<file path="config.mk">
export PLATFORM = sky130hd
export DESIGN_NAME = ims_master
export DESIGN_NICKNAME = d
export VERILOG_FILES = /design/src/logic/ims_pkg.sv /design/src/logic/ims_master.sv
export SDC_FILE = /design/constraint.sdc
export NUM_CORES = 1
export LEC_CHECK = 0
export BUFFER_PORTS_ARGS = -buffer_cell sky130_fd_sc_hd__buf_2
export CORE_MARGIN = 5
export CORE_UTILIZATION = 40
export CTS_CLUSTER_DIAMETER = 150
export CTS_CLUSTER_SIZE = 12
export DETAILED_ROUTE_END_ITERATION = 8
export GPL_ROUTABILITY_DRIVEN = 0
export HOLD_SLACK_MARGIN = 0.05
export PLACE_DENSITY = 0.59
export SYNTH_ARGS = -nofsm -noshare
export SYNTH_HDL_FRONTEND = slang
export SYNTH_SLANG_ARGS = --single-unit
</file>
<file path="constraint.sdc">
create_clock -name CLK -period 3.4 [get_ports CLK]
set_input_delay 0.85 -clock CLK [delete_from_list [all_inputs] [get_ports CLK]]
set_output_delay 0.85 -clock CLK [all_outputs]
set_load 0.03 [all_outputs]
</file>
<file path="src/logic/ims_pkg.sv">
// shared constants and types for the i2c master sequencer
package ims_pkg;
    // register byte offsets
    localparam logic [7:0] OFF_CTRL = 8'h00;
    localparam logic [7:0] OFF_STAT = 8'h04;
    localparam logic [7:0] OFF_DATA = 8'h08;
    localparam logic [7:0] OFF_BAUD = 8'h0C;
    // master_control_reg bit positions
    localparam int C_EN = 0;
    localparam int C_SEN = 1;
    localparam int C_PEN = 2;
    localparam int C_RECEIVE_ENABLE_FLAG = 3;
    localparam int C_ACK_SEQUENCE_ENABLE = 4;
    localparam int C_ACK_DATA_BIT = 5;
    localparam int C_IRQEN = 6;
    // port_status_reg bit positions
    localparam int S_BF = 0;
    localparam int S_IRQ = 1;
    localparam int S_WRITE_COLLISION_FLAG = 2;
    localparam int S_BCL = 3;
    localparam int S_SDET = 4;
    localparam int S_PDET = 5;
    localparam int S_ACKST = 6;
    localparam int S_BUSY = 7;
    // baud reset value and bits per byte
    localparam logic [7:0] BAUD_RST = 8'h09;
    localparam logic [3:0] BITS_BYTE = 4'h8;
    // sequencer states
    typedef enum logic [3:0] {
        ST_IDLE = 4'b0000,
        ST_START = 4'b0001,
        ST_TX = 4'b0010,
        ST_RX = 4'b0011,
        ST_ACK = 4'b0100,
        ST_STOP1 = 4'b0101,
        ST_STOP2 = 4'b0110,
        ST_STOP3 = 4'b0111,
        ST_STOP4 = 4'b1000
    } ims_state_t;
    // whole block state
    typedef struct packed {
        ims_state_t st;
        logic ph;
        logic [7:0] cnt;
        logic [3:0] bitn;
        logic [7:0] sh;
        logic [7:0] dbuf;
        logic [7:0] baud;
        logic scl_oen;
        logic sda_oen;
        logic en, start_cond_enable, stop_cond_enable, receive_enable_flag, ack_sequence_enable, ack_data_bit, irqen;
        logic bf, irqf, write_collision_flag, bcl, sdet, pdet, ackst;
        logic [1:0] scl_m;
        logic [1:0] sda_m;
        logic sda_p;
        logic pready;
        logic pslverr;
        logic [31:0] prdata;
        logic wake;
    } ims_q_t;
endpackage

</file>
<file path="src/logic/ims_master.sv">
// i2c master receive, acknowledge, stop and arbitration sequencer
// Summary of operation
// - receive byte, then set irq and full
// - byte done clears receive_enable_flag, holds clock low
// - reading data buffer clears full flag
// - ack pulls clock low, drives ack bit
// - clock high plus baud, clock low, idle
// - ack bit done sets irq flag
// - data write during ack sets collision
// - stop pulls data low, then counts baud
// - timeout releases clock, data one later
// - stop seen sets flag, later irq
// - data write during stop sets collision
// - reset disables port, aborts transfer
// - reset or disable clears start/stop seen
// - sleeping receive completion wakes processor if irq enabled
// - irq enabled raises irq on stop seen while idle
// - expected high sampled low is collision
// - arbitration covers address, data, conditions
// - transmit collision clears full, releases lines
// - condition collision clears its enable bit
// - after collision, stop sets irq flag
// - next write restarts byte from bit one
// - baud counter reloads each timing period
//
// Added by the designer: the address map and register access over APB.
module ims_master (
    input wire logic CLK, // system clock
    input wire logic SRST, // sync reset, active high
    input wire logic PSEL, // apb select
    input wire logic PENABLE, // apb access phase
    input wire logic PWRITE, // apb direction
    input wire logic [7:0] PADDR, // apb byte address
    input wire logic [31:0] PWDATA, // apb write data
    output logic PREADY, // apb ready
    output logic PSLVERR, // apb error on unmapped
    output logic [31:0] PRDATA, // apb read data
    input wire logic SCL_I, // clock line level
    output logic SCL_O, // clock line drive value
    output logic SCL_OEN, // clock pull, low drives
    input wire logic SDA_I, // data line level
    output logic SDA_O, // data line drive value
    output logic SDA_OEN, // data pull, low drives
    input wire logic SLEEP, // processor asleep
    output logic WAKE // wake request pulse
);
    ims_pkg::ims_q_t q; // registered state
    ims_pkg::ims_q_t d; // next state
    logic scl_s; // synchronised clock line
    logic sda_s; // synchronised data line
    logic tick; // baud period over
    logic acc; // apb access edge
    logic st_ev; // start seen on bus
    logic sp_ev; // stop seen on bus

    // address match used by read and write decode
    function automatic logic hit(input logic [7:0] a, input logic [7:0] off);
        hit = (a == off);
    endfunction

    // baud counter step: reload at zero, else count down
    function automatic logic [7:0] bstep(input logic [7:0] c, input logic [7:0] r);
        bstep = (c == 8'h00) ? r : c - 8'h01;
    endfunction

    assign scl_s = q.scl_m[1];
    assign sda_s = q.sda_m[1];
    assign tick = (q.cnt == 8'h00);
    assign acc = PSEL && PENABLE && q.pready;
    assign st_ev = scl_s && q.sda_p && !sda_s;
    assign sp_ev = scl_s && !q.sda_p && sda_s;

    // next-state logic for the whole block
    always_comb
    begin
        d = q;
        d.scl_m = {q.scl_m[0], SCL_I};
        d.sda_m = {q.sda_m[0], SDA_I};
        d.sda_p = sda_s;
        d.wake = 1'b0;
        // registered answer: data latched in setup, ready in access
        d.pready = PSEL && !PENABLE;
        d.pslverr = 1'b0;
        d.prdata = 32'h0000_0000;
        if (PSEL && !PENABLE)
        begin
            if (hit(PADDR, ims_pkg::OFF_CTRL))
            begin
                d.prdata[7:0] = {1'b0, q.irqen, q.ack_data_bit, q.ack_sequence_enable, q.receive_enable_flag, q.stop_cond_enable, q.start_cond_enable, q.en};
            end
            else if (hit(PADDR, ims_pkg::OFF_STAT))
            begin
                d.prdata[7:0] = {q.st != ims_pkg::ST_IDLE, q.ackst, q.pdet, q.sdet,
                                 q.bcl, q.write_collision_flag, q.irqf, q.bf};
            end
            else if (hit(PADDR, ims_pkg::OFF_DATA))
            begin
                d.prdata[7:0] = q.dbuf;
            end
            else if (hit(PADDR, ims_pkg::OFF_BAUD))
            begin
                d.prdata[7:0] = q.baud;
            end
            else
            begin
                d.pslverr = 1'b1; // unmapped address
            end
        end
        // software side effects at the access edge
        if (acc && !PWRITE && hit(PADDR, ims_pkg::OFF_DATA))
        begin
            d.bf = 1'b0;
        end
        if (acc && PWRITE)
        begin
            if (hit(PADDR, ims_pkg::OFF_CTRL))
            begin
                d.en = PWDATA[ims_pkg::C_EN];
                d.ack_data_bit = PWDATA[ims_pkg::C_ACK_DATA_BIT];
                d.irqen = PWDATA[ims_pkg::C_IRQEN];
                // commands only start from idle, one at a time
                if (q.en && q.st == ims_pkg::ST_IDLE)
                begin
                    if (PWDATA[ims_pkg::C_SEN])
                    begin
                        d.start_cond_enable = 1'b1;
                    end
                    else if (PWDATA[ims_pkg::C_PEN])
                    begin
                        d.stop_cond_enable = 1'b1;
                    end
                    else if (PWDATA[ims_pkg::C_RECEIVE_ENABLE_FLAG])
                    begin
                        d.receive_enable_flag = 1'b1;
                    end
                    else if (PWDATA[ims_pkg::C_ACK_SEQUENCE_ENABLE])
                    begin
                        d.ack_sequence_enable = 1'b1;
                    end
                end
            end
            else if (hit(PADDR, ims_pkg::OFF_STAT))
            begin
                // write one to clear; hardware sets below win
                if (PWDATA[ims_pkg::S_IRQ]) d.irqf = 1'b0;
                if (PWDATA[ims_pkg::S_WRITE_COLLISION_FLAG]) d.write_collision_flag = 1'b0;
                if (PWDATA[ims_pkg::S_BCL]) d.bcl = 1'b0;
            end
            else if (hit(PADDR, ims_pkg::OFF_DATA))
            begin
                if (q.st != ims_pkg::ST_IDLE || q.ack_sequence_enable || q.stop_cond_enable || q.start_cond_enable)
                begin
                    d.write_collision_flag = 1'b1;
                end
                else if (q.en)
                begin
                    // fresh byte always starts at its first bit
                    d.dbuf = PWDATA[7:0];
                    d.sh = PWDATA[7:0];
                    d.bitn = 4'h0;
                    d.bf = 1'b1;
                    d.ph = 1'b0;
                    d.cnt = q.baud;
                    d.sda_oen = PWDATA[7];
                    d.st = ims_pkg::ST_TX;
                end
            end
            else if (hit(PADDR, ims_pkg::OFF_BAUD))
            begin
                d.baud = PWDATA[7:0];
            end
        end
        // bus condition monitor, runs in every state
        if (st_ev)
        begin
            d.sdet = 1'b1;
            d.pdet = 1'b0;
        end
        if (sp_ev)
        begin
            d.pdet = 1'b1;
            d.sdet = 1'b0;
            if (q.irqen && q.st == ims_pkg::ST_IDLE)
            begin
                d.irqf = 1'b1;
            end
        end
        // counter runs in the active states, reloaded while stretched; ST_STOP1 and ST_STOP4 before the stop hold it at baud
        if (q.st != ims_pkg::ST_IDLE)
        begin
            if (q.ph && !scl_s)
            begin
                d.cnt = q.baud;
            end
            else
            begin
                d.cnt = bstep(q.cnt, q.baud);
            end
        end
        case (q.st)
            ims_pkg::ST_IDLE:
            begin
                d.ph = 1'b0;
                d.cnt = q.baud;
                if (q.start_cond_enable)
                begin
                    if (!scl_s || !sda_s)
                    begin
                        d.bcl = 1'b1;
                        d.start_cond_enable = 1'b0;
                    end
                    else
                    begin
                        d.sda_oen = 1'b0;
                        d.st = ims_pkg::ST_START;
                    end
                end
                else if (q.receive_enable_flag)
                begin
                    d.sda_oen = 1'b1;
                    d.bitn = 4'h0;
                    d.st = ims_pkg::ST_RX;
                end
                else if (q.ack_sequence_enable)
                begin
                    d.scl_oen = 1'b0;
                    d.sda_oen = q.ack_data_bit;
                    d.st = ims_pkg::ST_ACK;
                end
                else if (q.stop_cond_enable)
                begin
                    d.scl_oen = 1'b0;
                    d.sda_oen = 1'b0;
                    d.st = ims_pkg::ST_STOP1;
                end
            end
            ims_pkg::ST_START:
            begin
                if (tick)
                begin
                    d.scl_oen = 1'b0;
                    d.start_cond_enable = 1'b0;
                    d.irqf = 1'b1;
                    d.st = ims_pkg::ST_IDLE;
                end
            end
            ims_pkg::ST_TX, ims_pkg::ST_RX, ims_pkg::ST_ACK:
            begin
                if (!q.ph)
                begin
                    if (tick)
                    begin
                        d.scl_oen = 1'b1;
                        d.ph = 1'b1;
                    end
                end
                else if (scl_s && tick)
                begin
                    d.scl_oen = 1'b0;
                    d.ph = 1'b0;
                    d.bitn = q.bitn + 4'h1;
                    if (q.st == ims_pkg::ST_ACK)
                    begin
                        d.ack_sequence_enable = 1'b0;
                        d.irqf = 1'b1;
                        d.st = ims_pkg::ST_IDLE;
                    end
                    else if (q.st == ims_pkg::ST_RX)
                    begin
                        d.sh = {q.sh[6:0], sda_s};
                        if (q.bitn == ims_pkg::BITS_BYTE - 4'h1)
                        begin
                            d.dbuf = {q.sh[6:0], sda_s};
                            d.bf = 1'b1;
                            d.irqf = 1'b1;
                            d.receive_enable_flag = 1'b0;
                            d.wake = SLEEP && q.irqen;
                            d.st = ims_pkg::ST_IDLE;
                        end
                    end
                    else if (q.bitn == ims_pkg::BITS_BYTE)
                    begin
                        d.ackst = sda_s;
                        d.irqf = 1'b1;
                        d.st = ims_pkg::ST_IDLE;
                    end
                    else
                    begin
                        d.sh = {q.sh[6:0], 1'b0};
                        d.sda_oen = (q.bitn == ims_pkg::BITS_BYTE - 4'h1) ? 1'b1 : q.sh[6];
                        if (q.bitn == ims_pkg::BITS_BYTE - 4'h1)
                        begin
                            d.bf = 1'b0;
                        end
                    end
                end
                // released data line read low while clock high
                if (q.ph && scl_s && q.sda_oen && !sda_s && q.st != ims_pkg::ST_RX
                    && !(q.st == ims_pkg::ST_TX && q.bitn == ims_pkg::BITS_BYTE))
                begin
                    d.bcl = 1'b1;
                    d.st = ims_pkg::ST_IDLE;
                    d.scl_oen = 1'b1;
                    d.sda_oen = 1'b1;
                    d.ack_sequence_enable = 1'b0;
                    d.ph = 1'b0;
                    if (q.st == ims_pkg::ST_TX)
                    begin
                        d.bf = 1'b0;
                    end
                end
            end
            ims_pkg::ST_STOP1:
            begin
                // wait for the data line to read low
                d.cnt = q.baud;
                if (!sda_s)
                begin
                    d.st = ims_pkg::ST_STOP2;
                end
            end
            ims_pkg::ST_STOP2:
            begin
                if (tick)
                begin
                    d.scl_oen = 1'b1;
                    d.st = ims_pkg::ST_STOP3;
                end
            end
            ims_pkg::ST_STOP3:
            begin
                if (tick)
                begin
                    d.sda_oen = 1'b1;
                    d.st = ims_pkg::ST_STOP4;
                end
            end
            ims_pkg::ST_STOP4:
            begin
                // hold the counter until the stop is seen
                if (!q.pdet)
                begin
                    d.cnt = q.baud;
                end
                if (!scl_s)
                begin
                    d.bcl = 1'b1;
                    d.stop_cond_enable = 1'b0;
                    d.scl_oen = 1'b1;
                    d.st = ims_pkg::ST_IDLE;
                end
                else if (q.pdet && tick)
                begin
                    d.stop_cond_enable = 1'b0;
                    d.irqf = 1'b1;
                    d.st = ims_pkg::ST_IDLE;
                end
            end
            default:
            begin
                d.st = ims_pkg::ST_IDLE;
            end
        endcase
        // a disabled port aborts and forgets bus conditions
        if (!q.en)
        begin
            d.st = ims_pkg::ST_IDLE;
            d.scl_oen = 1'b1;
            d.sda_oen = 1'b1;
            d.start_cond_enable = 1'b0;
            d.stop_cond_enable = 1'b0;
            d.receive_enable_flag = 1'b0;
            d.ack_sequence_enable = 1'b0;
            d.sdet = 1'b0;
            d.pdet = 1'b0;
        end
    end

    // state register; lines start released, port disabled
    always_ff @(posedge CLK)
    begin
        if (SRST)
        begin
            q <= '0;
            q.baud <= ims_pkg::BAUD_RST;
            q.scl_oen <= 1'b1;
            q.sda_oen <= 1'b1;
            q.scl_m <= 2'b11;
            q.sda_m <= 2'b11;
            q.sda_p <= 1'b1;
        end
        else
        begin
            q <= d;
        end
    end

    assign PREADY = q.pready;
    assign PSLVERR = q.pslverr;
    assign PRDATA = q.prdata;
    assign SCL_O = 1'b0;
    assign SDA_O = 1'b0;
    assign SCL_OEN = q.scl_oen;
    assign SDA_OEN = q.sda_oen;
    assign WAKE = q.wake;

    property p_rx_done;
        @(posedge CLK) disable iff (SRST)
        $fell(q.receive_enable_flag) && q.en |-> q.bf && q.irqf && !q.scl_oen;
    endproperty
    a_rx_done: assert property (p_rx_done) else $error("rx end flags wrong");

    property p_rd_clr;
        @(posedge CLK) disable iff (SRST)
        acc && !PWRITE && PADDR == ims_pkg::OFF_DATA && q.st == ims_pkg::ST_IDLE |=> !q.bf;
    endproperty
    a_rd_clr: assert property (p_rd_clr) else $error("read kept full flag");

    property p_ack_go;
        @(posedge CLK) disable iff (SRST)
        $rose(q.ack_sequence_enable) && q.st == ims_pkg::ST_IDLE |=> !q.scl_oen && q.sda_oen == q.ack_data_bit;
    endproperty
    a_ack_go: assert property (p_ack_go) else $error("ack not driven");

    property p_ack_end;
        @(posedge CLK) disable iff (SRST)
        $fell(q.ack_sequence_enable) && !$rose(q.bcl) && q.en |-> q.irqf && !q.scl_oen;
    endproperty
    a_ack_end: assert property (p_ack_end) else $error("ack end wrong");

    property p_write_collision_flag;
        @(posedge CLK) disable iff (SRST)
        acc && PWRITE && PADDR == ims_pkg::OFF_DATA && q.st == ims_pkg::ST_ACK
        |=> q.write_collision_flag && q.dbuf == $past(q.dbuf);
    endproperty
    a_write_collision_flag: assert property (p_write_collision_flag) else $error("write collision missed");

    property p_stop_scl;
        @(posedge CLK) disable iff (SRST)
        q.st == ims_pkg::ST_STOP2 && tick && q.en |=> q.scl_oen && !q.sda_oen;
    endproperty
    a_stop_scl: assert property (p_stop_scl) else $error("stop clock release");

    property p_rst;
        @(posedge CLK)
        SRST |=> !q.en && !q.sdet && !q.pdet && q.scl_oen && q.sda_oen;
    endproperty
    a_rst: assert property (p_rst) else $error("reset state wrong");

    property p_bcl;
        @(posedge CLK) disable iff (SRST)
        $rose(q.bcl) |-> q.st == ims_pkg::ST_IDLE && q.scl_oen;
    endproperty
    a_bcl: assert property (p_bcl) else $error("collision not idle");
endmodule

</file>
==> run metrics <==
total CTS buffers 9; Total Die Area 12000 µm²; area share of the largest cell type after synthesis 0.362; largest net degree at the start of global routing 48; start of the worst register-to-register path q[84]; post-route insts no fill 677; die height 110 µm; drc violations 0; CP Capture Type flop; Pwr per Cell Area 397 nW/µm²; drt wl/cell 16.4 µm; Tot GR Track Use 0.188; Slew Viols, Final 0; most numerous cell in the Yosys netlist nand2_1; Mapped Avg Cell Area 7.68 µm²; first-pass GRT wire length 17.7 mm; hold_sp d[39]; CTS Hold Bufs 0; clock sinks 72; Synth Register Bits 72; Worst Setup Path Type reg -> reg; path type of the worst min-delay path reg -> reg; clock insertion delay at the later pin of the skew report 350 ps; Rel. slew slack 0.511; top cells by area, synth dfxtp_1 36%, nand2_1 6.9%, buf_4 6.4%; Static Leak 1.72 nW; max-capacitance violation count 0; status complete, no violations; fraction of layout cells with a size suffix above 1 0.140; worst setup margin 253 ps; Row Count 36; register area share after synthesis 0.362; num ports 87; final wirelength 11.1 mm; yosys warns 0; CTS H-Tree Depth 3; minimum clock period 3150 ps; Netlist cell types 57; Max Clk Rate 318 MHz; Crit path required time 3670 ps; VDD IR max 0.000202 V; Initial Util 0.409; clock skew 11.5 ps; Core ar. 9730 µm²; PortBufs 36; CTS max path bufs 2; Post-DRT Antenna Nets 0; drt first pass iters 6; final worst-path cycle share 0.926; worst r2r path cells 7; Hold Crit Endpoint q[39]; initial antenna violation count 0; most frequent cells after synthesis 73 x nand2_1, 72 x dfxtp_1, 64 x nor2_1; Post-synth EDFFs 0; post-place setup slack 248 ps; Final HPWL DP 8.09 mm; Clock transition at path regs 90 ps; worst-margin pin slew 732 ps; Placed Cells 661; Main synth FF type dfxtp_1; DR vias 3745; Critical Path Start Type flop; vias in the first global route 3461; area leader, netlist dfxtp_1; RSZ-0062 raised after global routing false; GRT overflow 0; final hold vios 0; final net count 590; DR iter-0 viols 376; Syn Inst Count 518; worst reg2reg endpoint q[66]; number of diodes 0; width of the chip 110 µm; drt via density 5.53; Crit Path Max Fanout 19; setup_tns 0 ps; r2r setup slk 250 ps; ys async rst share 0; Final setup viols 0; Root Driver clkbuf_8; Worst Hold Depth 1; WP data arrival 3420 ps; CTS tree yes; Layout area overhead 9.21%; synthesized cell area 3980 µm²
## final cells by class
type / count / area, µm²
flip-flops and latches: 72 / 1440
inverters: 13 / 48.8
clock buffers: 10 / 128
clock inverters: 6 / 90.1
multi-input cells: 396 / 2210
repair buffers: 47 / 263
fillers: 1035 / 5380
well taps: 133 / 166
## placed cells by master (no fill, tap or decap), drive strengths merged, types with 5 or more instances in the layout
master	count
nor3	18
o21ai	19
a22oi	6
nand4	7
inv	15
nand2b	10
mux2i	9
or2	6
or3	5
clkbuf	10
conb	26
a31oi	5
nand2	73
nor3b	5
a21oi	36
nor4	6
nor2b	8
a311oi	16
a2111oi	6
dfxtp	72
buf	47
nor2	64
nand3	14
## routing by layer
metal | GRT usage | routed length [µm] | vias up | share of wire
met3 | 0.0364 | 905 | 10 | 0.082
met5 | 0 | 0 | - | 0
li1 | - | - | 1834 | -
met2 | 0.292 | 5140 | 143 | 0.46
met1 | 0.264 | 4930 | 1758 | 0.44
met4 | 0.0597 | 123 | 0 | 0.011
## timing repair
item	CTS	global route
gates resized for setup	0	1
endpoints found under the hold margin	0	0
endpoints found under the setup margin	0	1
buffers inserted	0	0
## power by group
part | total (mW) | leakage (nW) | internal (mW) | switching [mW]
sequential | 0.851 | 0.582 | 0.847 | 0.00358
clock | 0.762 | 0.107 | 0.418 | 0.344
combinational | 0.115 | 1.03 | 0.0267 | 0.0883
## kinds of logic (layout without fill, tap and decap cells)
family / after synthesis / in the layout / share of synthesized area
adders and majority gates: 3 / 3 / 0.00943
other: 1 / 26 / 0.000942
and+or+nand+nor: 237 / 237 / 0.288
DFF: 72 / 72 / 0.362
muxes: 10 / 10 / 0.0283
xor gates and xnor gates: 3 / 3 / 0.00660
buffers and inverters: 75 / 76 / 0.107
AOI/OAI and AO/OA: 117 / 117 / 0.198
## flip-flops by register name, indices dropped and copies added (netlist names)
register / cells
PSLVERR: 1
SCL_OEN: 1
q: 56
WAKE: 1
PREADY: 1
PRDATA: 8
SDA_OEN: 1
d: 3
## metrics by stage
stage          power [mW]  hold WS, ps  cell area, µm²   util
6_report             1.73          413            4350  0.447
5_1_grt              1.78          433            4350  0.447
4_1_cts              1.74          417            4350  0.447
3_5_place_dp        0.983          397            4130  0.424
3_3_place_gp        0.983          393            4130  0.424
2_1_floorplan       0.971          389            4070      -
## how the worst max path moves through the flow
stage          depth (start not counted)  slack [ps]     to  start
2_1_floorplan                          9         530  q[46]  q[84]
3_3_place_gp                           7         300  q[66]  q[84]
3_5_place_dp                           7         250  q[66]  q[84]
4_1_cts                                7         230  q[66]  q[84]
5_1_grt                                7          20  q[65]  q[84]
6_report                               7         250  q[66]  q[84]
## worst max-delay path, stage by stage, from the launching register on
cell and delay [ps]:
dfxtp_1 310, inv_1 90, ha_1 190, or4b_4 500
or4b_4 590, or3_1 390, or3_2 680, a311oi_1 310
(Power assumes the default switching activity.)
